<file path="config.mk">
export PLATFORM = sky130hd
export DESIGN_NAME = power_manager_clock_reset
export DESIGN_NICKNAME = d
export VERILOG_FILES = /design/src/power_manager_pkg.sv /design/src/power_manager_clock_reset.sv
export SDC_FILE = /design/constraint.sdc
export NUM_CORES = 1
export LEC_CHECK = 0
export BUFFER_PORTS_ARGS = -buffer_cell sky130_fd_sc_hd__clkbuf_2
export CAP_MARGIN = 20
export CORE_MARGIN = 2
export CORE_UTILIZATION = 57
export DETAILED_ROUTE_END_ITERATION = 16
export PLACE_DENSITY = 0.77
export SYNTH_ARGS = -nofsm -noshare
export SYNTH_HDL_FRONTEND = slang
export SYNTH_SLANG_ARGS = --single-unit
</file>
<file path="constraint.sdc">
create_clock -name ref_clk -period 14.4 [get_ports ref_clk]
set_input_delay 0.72 -clock ref_clk [delete_from_list [all_inputs] [get_ports ref_clk]]
set_output_delay 0.72 -clock ref_clk [all_outputs]
set_load 0.05 [all_outputs]
</file>
<file path="src/power_manager_pkg.sv">
// shared constants, types and carriers of the power manager block
package power_manager_pkg;

  // ==========================================
  // sizes
  localparam int NUM_BUS    = 3;
  localparam int DIV_W      = 3;
  localparam int PRESCALE_W = 8;
  localparam int MASK_W     = 32;
  localparam int ADDR_W     = 8;
  localparam int DATA_W     = 32;
  localparam int HOLD_W     = 5;

  // ==========================================
  // register offsets (byte addresses)
  localparam logic [7:0] OFS_CTRL        = 8'h00;
  localparam logic [7:0] OFS_CPU_SEL     = 8'h04;
  localparam logic [7:0] OFS_BUS_SEL0    = 8'h08;
  localparam logic [7:0] OFS_AHB_MASK    = 8'h14;
  localparam logic [7:0] OFS_BUS_MASK0   = 8'h18;
  localparam logic [7:0] OFS_IRQ_EN_CLR  = 8'h24;
  localparam logic [7:0] OFS_IRQ_EN_SET  = 8'h28;
  localparam logic [7:0] OFS_IRQ_FLAGS   = 8'h2c;
  localparam logic [7:0] OFS_RESET_CAUSE = 8'h30;
  localparam logic [7:0] OFS_STRIDE      = 8'h04;

  // ==========================================
  // field positions
  localparam int CTRL_FDE_BIT  = 2;
  localparam int CTRL_BKUP_BIT = 4;
  localparam int IRQ_RDY_BIT   = 0;
  localparam int IRQ_CFD_BIT   = 1;
  localparam int CAUSE_POR     = 0;
  localparam int CAUSE_CBOD    = 1;
  localparam int CAUSE_IBOD    = 2;
  localparam int CAUSE_EXT     = 4;
  localparam int CAUSE_WDT     = 5;
  localparam int CAUSE_SW      = 6;
  localparam int PM_BUS_IDX    = 0;
  localparam int PM_BUS_BIT    = 1;
  localparam int BRIDGE_BIT    = 0;

  // ==========================================
  // values after reset
  localparam logic [DIV_W-1:0]  DIV_RST      = 3'h0;
  localparam logic [MASK_W-1:0] AHB_MASK_RST = 32'h0000007f;
  localparam logic [NUM_BUS-1:0][MASK_W-1:0] BUS_MASK_RST =
    {32'h00000302, 32'h0000001f, 32'h0000007f};
  localparam logic [1:0]        IRQ_RST      = 2'h0;
  localparam logic [7:0]        CAUSE_RST    = 8'h01;

  // ==========================================
  // counts
  localparam logic [HOLD_W-1:0] RESET_HOLD_CYCLES = 5'h10;

  // ==========================================
  // carriers
  typedef struct packed {
    logic [ADDR_W-1:0] addr;
    logic [DATA_W-1:0] wdata;
    logic              wr;
    logic              rd;
  } reg_req_s;

  typedef struct packed {
    logic por;
    logic core_bod;
    logic io_bod;
    logic ext_n;
    logic wdt;
    logic sw;
  } reset_src_s;

  typedef enum logic [1:0] {
    RST_IDLE    = 2'b00,
    RST_HOLD    = 2'b01,
    RST_RELEASE = 2'b10
  } rst_state_e;

endpackage

</file>
<file path="src/power_manager_clock_reset.sv">
// power manager: prescaler, clock gating, failure detector, reset control
`timescale 1ns/1ps
module power_manager_clock_reset
  import power_manager_pkg::*;
#(
  parameter int NB = NUM_BUS
) (
  // clock and reset
  input  wire logic                    ref_clk,
  input  wire logic                    rst,
  // register port
  input  wire reg_req_s                reg_req,
  output logic [DATA_W-1:0]            rd_data,
  // clock source edge pulses and detector pause levels
  input  wire logic                    main_edge,
  input  wire logic                    backup_edge,
  input  wire logic                    ref32k_edge,
  input  wire logic                    main_unavail,
  input  wire logic                    sleep_active,
  // reset sources
  input  wire reset_src_s              rst_src,
  // clock enables
  output logic                         cpu_clk_en,
  output logic                         ahb_clk_en,
  output logic [NB-1:0]                bus_clk_en,
  output logic [MASK_W-1:0]            ahb_periph_en,
  output logic [NB-1:0][MASK_W-1:0]    bus_periph_en,
  // interrupt and resets
  output logic                         irq,
  output logic                         sys_reset,
  output logic                         debug_reset,
  output logic                         power_reset
);

  // ==========================================
  // state
  logic [PRESCALE_W-1:0]         cnt_reg;
  logic [DIV_W-1:0]              cpu_sel_reg;
  logic [DIV_W-1:0]              cpu_div_reg;
  logic [NB-1:0][DIV_W-1:0]      bus_sel_reg;
  logic [NB-1:0][DIV_W-1:0]      bus_div_reg;
  logic                          pending_reg;
  logic [MASK_W-1:0]             ahb_mask_reg;
  logic [NB-1:0][MASK_W-1:0]     bus_mask_reg;
  logic                          fde_reg;
  logic                          bkup_reg;
  logic                          seen_reg;
  logic [1:0]                    flags_reg;
  logic [1:0]                    irq_en_reg;
  logic [7:0]                    cause_reg;
  rst_state_e                    rst_state_reg;
  logic [HOLD_W-1:0]             hold_reg;
  logic                          scope_pwr_reg;
  logic                          scope_dbg_reg;
  logic [DATA_W-1:0]             rd_next;

  // ==========================================
  // register decode
  logic                          locked;
  logic                          wr;
  logic                          rd;
  logic                          sys_clr;
  logic                          ctrl_wr;
  logic                          cpu_wr;
  logic [NB-1:0]                 bus_wr;
  logic                          ahb_mask_wr;
  logic [NB-1:0]                 bus_mask_wr;
  logic                          sel_wr;
  logic                          flag_wr;

  // mask lock
  // own bus or bridge clock gone: nothing can reopen it short of reset
  assign locked = !bus_mask_reg[PM_BUS_IDX][PM_BUS_BIT] ||
                  !ahb_mask_reg[BRIDGE_BIT];
  assign sys_clr = sys_reset;
  // gated access
  // with its own clock masked the register port is dead
  assign wr = reg_req.wr && !locked && !sys_clr;
  assign rd = reg_req.rd && !locked;
  assign ctrl_wr = wr && (reg_req.addr == OFS_CTRL);
  assign cpu_wr = wr && (reg_req.addr == OFS_CPU_SEL);
  assign ahb_mask_wr = wr && (reg_req.addr == OFS_AHB_MASK);
  assign flag_wr = wr && (reg_req.addr == OFS_IRQ_FLAGS);

  // per-bus select and mask strobes
  always_comb begin
    for (int i = 0; i < NB; i++) begin
      bus_wr[i] = wr && (reg_req.addr ==
        8'(OFS_BUS_SEL0 + OFS_STRIDE * 8'(i)));
      bus_mask_wr[i] = wr && (reg_req.addr ==
        8'(OFS_BUS_MASK0 + OFS_STRIDE * 8'(i)));
    end
  end
  assign sel_wr = cpu_wr || (|bus_wr);

  // ==========================================
  // prescaler
  logic main_tick;
  logic apply;
  logic cpu_tick;
  logic [NB-1:0] bus_tick;

  // tap of the prescaler: low d bits all ones
  function automatic logic tap_hit(
    input logic [PRESCALE_W-1:0] cnt,
    input logic [DIV_W-1:0]      d
  );
    logic [PRESCALE_W-1:0] m;
    m = 8'((8'h01 << d) - 8'h01);
    return (cnt & m) == m;
  endfunction

  // source switch
  // ticks are whole pulses, so a switch never leaves a runt
  assign main_tick = bkup_reg ? backup_edge : main_edge;

  // free running prescaler
  // no enable bit; system resets never stop it
  always_ff @(posedge ref_clk or posedge rst) begin
    if (rst) begin
      cnt_reg <= '0;
    end else if (main_tick) begin
      cnt_reg <= 8'(cnt_reg + 8'h01);
    end
  end

  // aligned apply
  // at the wrap every tap fires at once, so all ratios change cleanly
  assign apply = pending_reg && main_tick && (&cnt_reg) && !sel_wr;

  assign cpu_tick = main_tick && tap_hit(cnt_reg, cpu_div_reg);

  always_comb begin
    for (int i = 0; i < NB; i++) begin
      bus_tick[i] = main_tick && tap_hit(cnt_reg, bus_div_reg[i]);
    end
  end

  // ==========================================
  // division settings
  // undivided after reset
  always_ff @(posedge ref_clk or posedge rst) begin
    if (rst) begin
      cpu_sel_reg <= DIV_RST;
      bus_sel_reg <= '0;
    end else if (sys_clr) begin
      cpu_sel_reg <= DIV_RST;
      bus_sel_reg <= '0;
    end else begin
      if (cpu_wr) begin
        cpu_sel_reg <= reg_req.wdata[DIV_W-1:0];
      end
      for (int i = 0; i < NB; i++) begin
        if (bus_wr[i]) begin
          bus_sel_reg[i] <= reg_req.wdata[DIV_W-1:0];
        end
      end
    end
  end

  // shadow to active
  // unchanged fields copy their own old value, keeping their ratio
  always_ff @(posedge ref_clk or posedge rst) begin
    if (rst) begin
      cpu_div_reg <= DIV_RST;
      bus_div_reg <= '0;
      pending_reg <= 1'b0;
    end else if (sys_clr) begin
      cpu_div_reg <= DIV_RST;
      bus_div_reg <= '0;
      pending_reg <= 1'b0;
    end else begin
      if (apply) begin
        cpu_div_reg <= cpu_sel_reg;
        bus_div_reg <= bus_sel_reg;
      end
      if (sel_wr) begin
        pending_reg <= 1'b1;
      end else if (apply) begin
        pending_reg <= 1'b0;
      end
    end
  end

  // ==========================================
  // clock masks
  // default gating
  always_ff @(posedge ref_clk or posedge rst) begin
    if (rst) begin
      ahb_mask_reg <= AHB_MASK_RST;
      bus_mask_reg <= BUS_MASK_RST;
    end else if (sys_clr) begin
      ahb_mask_reg <= AHB_MASK_RST;
      bus_mask_reg <= BUS_MASK_RST;
    end else begin
      if (ahb_mask_wr) begin
        ahb_mask_reg <= reg_req.wdata;
      end
      for (int i = 0; i < NB; i++) begin
        if (bus_mask_wr[i]) begin
          bus_mask_reg[i] <= reg_req.wdata;
        end
      end
    end
  end

  // gated enables
  // ahb shares the cpu tick; each mask bit gates one peripheral
  always_ff @(posedge ref_clk or posedge rst) begin
    if (rst) begin
      cpu_clk_en    <= 1'b0;
      ahb_clk_en    <= 1'b0;
      bus_clk_en    <= '0;
      ahb_periph_en <= '0;
      bus_periph_en <= '0;
    end else begin
      cpu_clk_en    <= cpu_tick;
      ahb_clk_en    <= cpu_tick;
      bus_clk_en    <= bus_tick;
      ahb_periph_en <= {MASK_W{cpu_tick}} & ahb_mask_reg;
      for (int i = 0; i < NB; i++) begin
        bus_periph_en[i] <= {MASK_W{bus_tick[i]}} & bus_mask_reg[i];
      end
    end
  end

  // ==========================================
  // clock failure detector
  logic monitor;
  logic fail_evt;

  assign monitor = fde_reg && !main_unavail && !sleep_active;

  // edge window
  // seen starts set so the first window after enabling is not judged short
  always_ff @(posedge ref_clk or posedge rst) begin
    if (rst) begin
      seen_reg <= 1'b1;
    end else if (!monitor) begin
      seen_reg <= 1'b1;
    end else if (ref32k_edge) begin
      seen_reg <= main_edge;
    end else if (main_edge) begin
      seen_reg <= 1'b1;
    end
  end
  assign fail_evt = monitor && ref32k_edge && !seen_reg && !main_edge;

  // control bits
  // clearing backup only reselects the source; a live fault trips again
  always_ff @(posedge ref_clk or posedge rst) begin
    if (rst) begin
      fde_reg  <= 1'b0;
      bkup_reg <= 1'b0;
    end else if (sys_clr) begin
      fde_reg  <= 1'b0;
      bkup_reg <= 1'b0;
    end else begin
      if (ctrl_wr) begin
        fde_reg <= reg_req.wdata[CTRL_FDE_BIT];
      end
      if (fail_evt) begin
        bkup_reg <= 1'b1;
      end else if (ctrl_wr && !reg_req.wdata[CTRL_BKUP_BIT]) begin
        bkup_reg <= 1'b0;
      end
    end
  end

  // ==========================================
  // interrupt flags
  // ready flag
  // a select write drops it; the set beats a write-one clear
  always_ff @(posedge ref_clk or posedge rst) begin
    if (rst) begin
      flags_reg <= IRQ_RST;
    end else if (sys_clr) begin
      flags_reg <= IRQ_RST;
    end else begin
      if (apply) begin
        flags_reg[IRQ_RDY_BIT] <= 1'b1;
      end else if (sel_wr) begin
        flags_reg[IRQ_RDY_BIT] <= 1'b0;
      end else if (flag_wr && reg_req.wdata[IRQ_RDY_BIT]) begin
        flags_reg[IRQ_RDY_BIT] <= 1'b0;
      end
      if (fail_evt) begin
        flags_reg[IRQ_CFD_BIT] <= 1'b1;
      end else if (flag_wr && reg_req.wdata[IRQ_CFD_BIT]) begin
        flags_reg[IRQ_CFD_BIT] <= 1'b0;
      end
    end
  end

  // enable set and clear registers
  always_ff @(posedge ref_clk or posedge rst) begin
    if (rst) begin
      irq_en_reg <= IRQ_RST;
    end else if (sys_clr) begin
      irq_en_reg <= IRQ_RST;
    end else if (wr && reg_req.addr == OFS_IRQ_EN_SET) begin
      irq_en_reg <= irq_en_reg | reg_req.wdata[1:0];
    end else if (wr && reg_req.addr == OFS_IRQ_EN_CLR) begin
      irq_en_reg <= irq_en_reg & ~reg_req.wdata[1:0];
    end
  end

  always_ff @(posedge ref_clk or posedge rst) begin
    if (rst) begin
      irq <= 1'b0;
    end else begin
      irq <= |(flags_reg & irq_en_reg);
    end
  end

  // ==========================================
  // reset controller
  logic req_pwr;
  logic req_ext;
  logic req_any;
  logic [7:0] cause_new;

  assign req_pwr = rst_src.por || rst_src.core_bod || rst_src.io_bod;
  assign req_ext = !rst_src.ext_n;
  assign req_any = req_pwr || req_ext || rst_src.wdt || rst_src.sw;

  // highest priority source, one hot
  always_comb begin
    cause_new = 8'h00;
    if (rst_src.por) begin
      cause_new[CAUSE_POR] = 1'b1;
    end else if (rst_src.core_bod) begin
      cause_new[CAUSE_CBOD] = 1'b1;
    end else if (rst_src.io_bod) begin
      cause_new[CAUSE_IBOD] = 1'b1;
    end else if (req_ext) begin
      cause_new[CAUSE_EXT] = 1'b1;
    end else if (rst_src.wdt) begin
      cause_new[CAUSE_WDT] = 1'b1;
    end else begin
      cause_new[CAUSE_SW] = 1'b1;
    end
  end

  // cause record
  // survives system reset so boot code can read it
  always_ff @(posedge ref_clk or posedge rst) begin
    if (rst) begin
      cause_reg <= CAUSE_RST;
    end else if (rst_state_reg == RST_IDLE && req_any) begin
      cause_reg <= cause_new;
    end
  end

  // sequencer and scope
  // held a fixed time, then until every source lets go
  always_ff @(posedge ref_clk or posedge rst) begin
    if (rst) begin
      rst_state_reg <= RST_IDLE;
      hold_reg      <= '0;
      scope_pwr_reg <= 1'b0;
      scope_dbg_reg <= 1'b0;
    end else begin
      unique case (rst_state_reg)
        RST_IDLE: begin
          hold_reg <= '0;
          if (req_any) begin
            rst_state_reg <= RST_HOLD;
            scope_pwr_reg <= req_pwr;
            scope_dbg_reg <= req_pwr || req_ext;
          end
        end
        RST_HOLD: begin
          hold_reg <= 5'(hold_reg + 5'h01);
          if (hold_reg == 5'(RESET_HOLD_CYCLES - 5'h01)) begin
            rst_state_reg <= RST_RELEASE;
          end
        end
        RST_RELEASE: begin
          if (!req_any) begin
            rst_state_reg <= RST_IDLE;
          end
        end
        default: begin
          rst_state_reg <= RST_IDLE;
        end
      endcase
      if (rst_state_reg != RST_IDLE) begin
        scope_pwr_reg <= scope_pwr_reg | req_pwr;
        scope_dbg_reg <= scope_dbg_reg | req_pwr | req_ext;
      end
    end
  end

  // reset outputs, one cycle behind the sequencer
  always_ff @(posedge ref_clk or posedge rst) begin
    if (rst) begin
      sys_reset   <= 1'b1;
      debug_reset <= 1'b1;
      power_reset <= 1'b1;
    end else begin
      sys_reset   <= rst_state_reg != RST_IDLE;
      debug_reset <= rst_state_reg != RST_IDLE && scope_dbg_reg;
      power_reset <= rst_state_reg != RST_IDLE && scope_pwr_reg;
    end
  end

  // ==========================================
  // read path
  always_comb begin
    rd_next = '0;
    if (reg_req.addr == OFS_CTRL) begin
      rd_next[CTRL_FDE_BIT]  = fde_reg;
      rd_next[CTRL_BKUP_BIT] = bkup_reg;
    end else if (reg_req.addr == OFS_CPU_SEL) begin
      rd_next[DIV_W-1:0] = cpu_sel_reg;
    end else if (reg_req.addr == OFS_AHB_MASK) begin
      rd_next = ahb_mask_reg;
    end else if (reg_req.addr == OFS_IRQ_EN_SET ||
                 reg_req.addr == OFS_IRQ_EN_CLR) begin
      rd_next[1:0] = irq_en_reg;
    end else if (reg_req.addr == OFS_IRQ_FLAGS) begin
      rd_next[1:0] = flags_reg;
    end else if (reg_req.addr == OFS_RESET_CAUSE) begin
      rd_next[7:0] = cause_reg;
    end
    for (int i = 0; i < NB; i++) begin
      if (reg_req.addr == 8'(OFS_BUS_SEL0 + OFS_STRIDE * 8'(i))) begin
        rd_next[DIV_W-1:0] = bus_sel_reg[i];
      end
      if (reg_req.addr == 8'(OFS_BUS_MASK0 + OFS_STRIDE * 8'(i))) begin
        rd_next = bus_mask_reg[i];
      end
    end
  end

  // read data stands only in the cycle after the strobe
  always_ff @(posedge ref_clk or posedge rst) begin
    if (rst) begin
      rd_data <= '0;
    end else begin
      rd_data <= rd ? rd_next : '0;
    end
  end

endmodule

</file>
==> metrics.txt <==
worst setup path startpoint=sys_reset; Worst Hold Path Cells=2; final std cells w/o fill=1873; CP Max Fanout=75; clock power share=42.0%; share of layout cells above drive strength 1=23.0%; simple-gate share of the synthesized area=19.6%; WP data required=13.68 ns; family with the most delay on the worst path=buffers and inverters; mapped cell area=14400 um^2; synthesized-area fraction occupied by adder cells=0.609%; die area=26500 um^2; initial detailed-routing violation count=1237; Slew Limit Fails=0; Die Y=163 um; # port buffers=223; Distinct cells, synth=70; number of enable flip-flop cells after synthesis=0; Post-Place Cells=1808; internal cell power=0.00162 W; Clock Skew=0.0179 ns; first-pass GRT wire length=61.0 mm; dpl ws=10.79 ns; Worst-path clk slew=0.06 ns; diodes inserted=0; wirelength, routed=38.7 mm; max cap viols=0; hold_buf cts=0; Total Nets Final=1578; clock buffer depth=3; mux cell area share after synthesis=0.722%; Die W=163 um; Yosys warning total=0; syn nets=1388; CP endpoint kind=output pin; total gr overflow=0; post-synthesis sequential area ratio=61.3%; Ports=224; Via density=5.88; async set or reset register ratio after synthesis=100%; reg2reg path depth=4; critical-path cell list=buf_4 -> clkbuf_2; number of routed nets with antenna violations=0; Psw=0.000568 W; Starting Density=57.6%; initial antenna violation count=0; setup slack after layout=11.04 ns; Final GP Congestion=0.891; Hold Crit Class=in2reg; worst hold slack=0.384 ns; CTS tree=built; number of synthesized register bits=351; setup TNS=0 ns; vias in the first global route=10.9k; Worst-Skew Late Latency=0.52 ns; xor/xnor cell area share of the yosys netlist=0.731%; CTS Buf Count=36; DR DRC count=0; RSZ-0062 raised after global routing=false; post-synthesis cell count=1326; quantity of gates resized following cts=0; routed vias=11.0k; Max Fclk=0.298 GHz; min-delay src=ref32k_edge; Critical Path Source Type=flip-flop; Tot GR Track Use=29.7%; Final setup viols=0; Comb power frac=9.1%; worst vdd ir=0.000100 V; clock sinks=351; syn_area_per_cell=10.8 um^2; status=finished, final reports clean; Worst EP arrival=2.64 ns; Max-slew headroom=27.7%; R2R Path Start=sys_reset; crit-path max cell delay=0.90 ns; P per Cell Area=129 nW/um^2; Worst-Margin Slew=1.08 ns; Synth Area in Compound Gates=13.8%; sw frac=26.0%; HPWL Detailed=25.0 mm; Reg power frac=48.9%; Area Growth Syn to Fin=17.6%; period utilization=23.3%; Setup CP Type=reg2out; Synth Flop Type=dfrtp_1; Worst path depth=2; CP bufs+invs=2; FILL cells=1886; CP max-delay cell=dfstp_4; LEAKAGE=7.89 nW; Final min period=3.36 ns; drt wl/cell=20.7 um; setup repair bufs after CTS=0; largest family of logic cells by synthesized area=simple AND/OR/NAND/NOR gates; largest net degree at the start of global routing=139; FP Rows=58; Core ar.=25000 um^2; CTS Root Cell=clkbuf_16; TritonRoute pass-1 iters=8; Hold Vio Cnt, Final=0; # H-tree levels=2
power groups by stage:
| stage | registers (W) | logic [W] | clock network (W) |
|---|---|---|---|
| finish | 0.00107 | 0.000199 | 0.000919 |
| global route | 0.00107 | 0.000223 | 0.000977 |
| CTS | 0.00107 | 0.000201 | 0.000929 |
| detailed placement | 0.00108 | 0.000200 | 0 |
| global placement | 0.00108 | 0.000195 | 0 |
| floorplan | 0.00108 | 0.000137 | 0 |
cell usage after synthesis, drive strengths merged (3+ instances only):
cell,instances,share of area (%)
nor4b,5,0.41
nor3,16,0.73
a211oi,5,0.30
mux2,3,0.23
nor2b,11,0.48
nand3b,16,0.83
ha,7,0.61
nor3b,4,0.21
and2,130,5.7
or3,5,0.22
xnor2,9,0.55
and3,4,0.17
buf,39,1.6
a22oi,5,0.26
clkbuf,49,1.3
a21o,6,0.31
a22o,41,2.5
nand4,6,0.26
nor4,4,0.30
nand2b,40,1.7
xor2,3,0.18
nor2,43,1.2
a221oi,5,0.30
inv,15,0.39
mux2i,7,0.49
dfstp,27,4.9
o22a,4,0.24
nand2,231,6.0
a222oi,27,1.9
o22ai,3,0.13
o221ai,3,0.18
o211ai,4,0.21
a21oi,79,2.8
nand3,19,0.66
dfrtp,324,56
or4b,5,0.35
o21ai,90,3.1
cells by family after synthesis:
logic type	count (synthesis)
and+or+nand+nor	545
DFF	351
AOI/OAI and AO/OA	297
buffers and inverters	104
xor gates and xnor gates	12
muxes	10
adders and majority gates	7
placed cells by master, fill, tap and decap left out, types with 19 or more instances in the layout:
master,instances
nand2_1,231
a22o_1,41
a21oi_1,78
clkbuf_16,36
o21ai_0,89
nand3_1,19
nand2b_1,40
and2_1,130
nor2_1,39
clkbuf_2,223
dfrtp_1,324
dfstp_2,26
a222oi_1,27
cell type report:
type                       instances  area (um^2)  share of cell area [%]
sequential                       351         8820                    52.1
inverter                          16         67.6                   0.399
multi-input combinational        871         5180                    30.6
tap                              330          413                    2.44
timing repair buffer             240         1260                    7.47
clock buffer                      48         1020                    6.00
clock inverter                    17          161                   0.954
routing by layer:
| metal | wire length (um) | share of wire, % | track usage, % |
|---|---|---|---|
| met3 | 3050 | 7.9 | 4.13 |
| met4 | 979 | 2.5 | 8.85 |
| met1 | 16300 | 42 | 42.3 |
| met5 | 0 | 0 | 0 |
| met2 | 18400 | 47 | 48.1 |
worst paths after layout:
check | end | slack, ns
min in group asynchronous | bus_periph_en[89] | 0.39
max in group asynchronous | bus_periph_en[73] | 12.47
max | sys_reset | 11.04
min reg2reg | seen_reg | 0.47
max reg2reg | bus_mask_reg[90] | 11.57
min | seen_reg | 0.38
per-stage QoR:
stage	instance area [um^2]	power (W)	utilization, %
5_1_grt	16900	0.00227	67.8
2_1_floorplan	14400	0.00122	-
6_report	16900	0.00219	67.8
3_5_place_dp	15700	0.00129	63.1
4_1_cts	16900	0.00220	67.8
3_3_place_gp	15700	0.00128	63.0
Power figures use the tool's default switching activity.
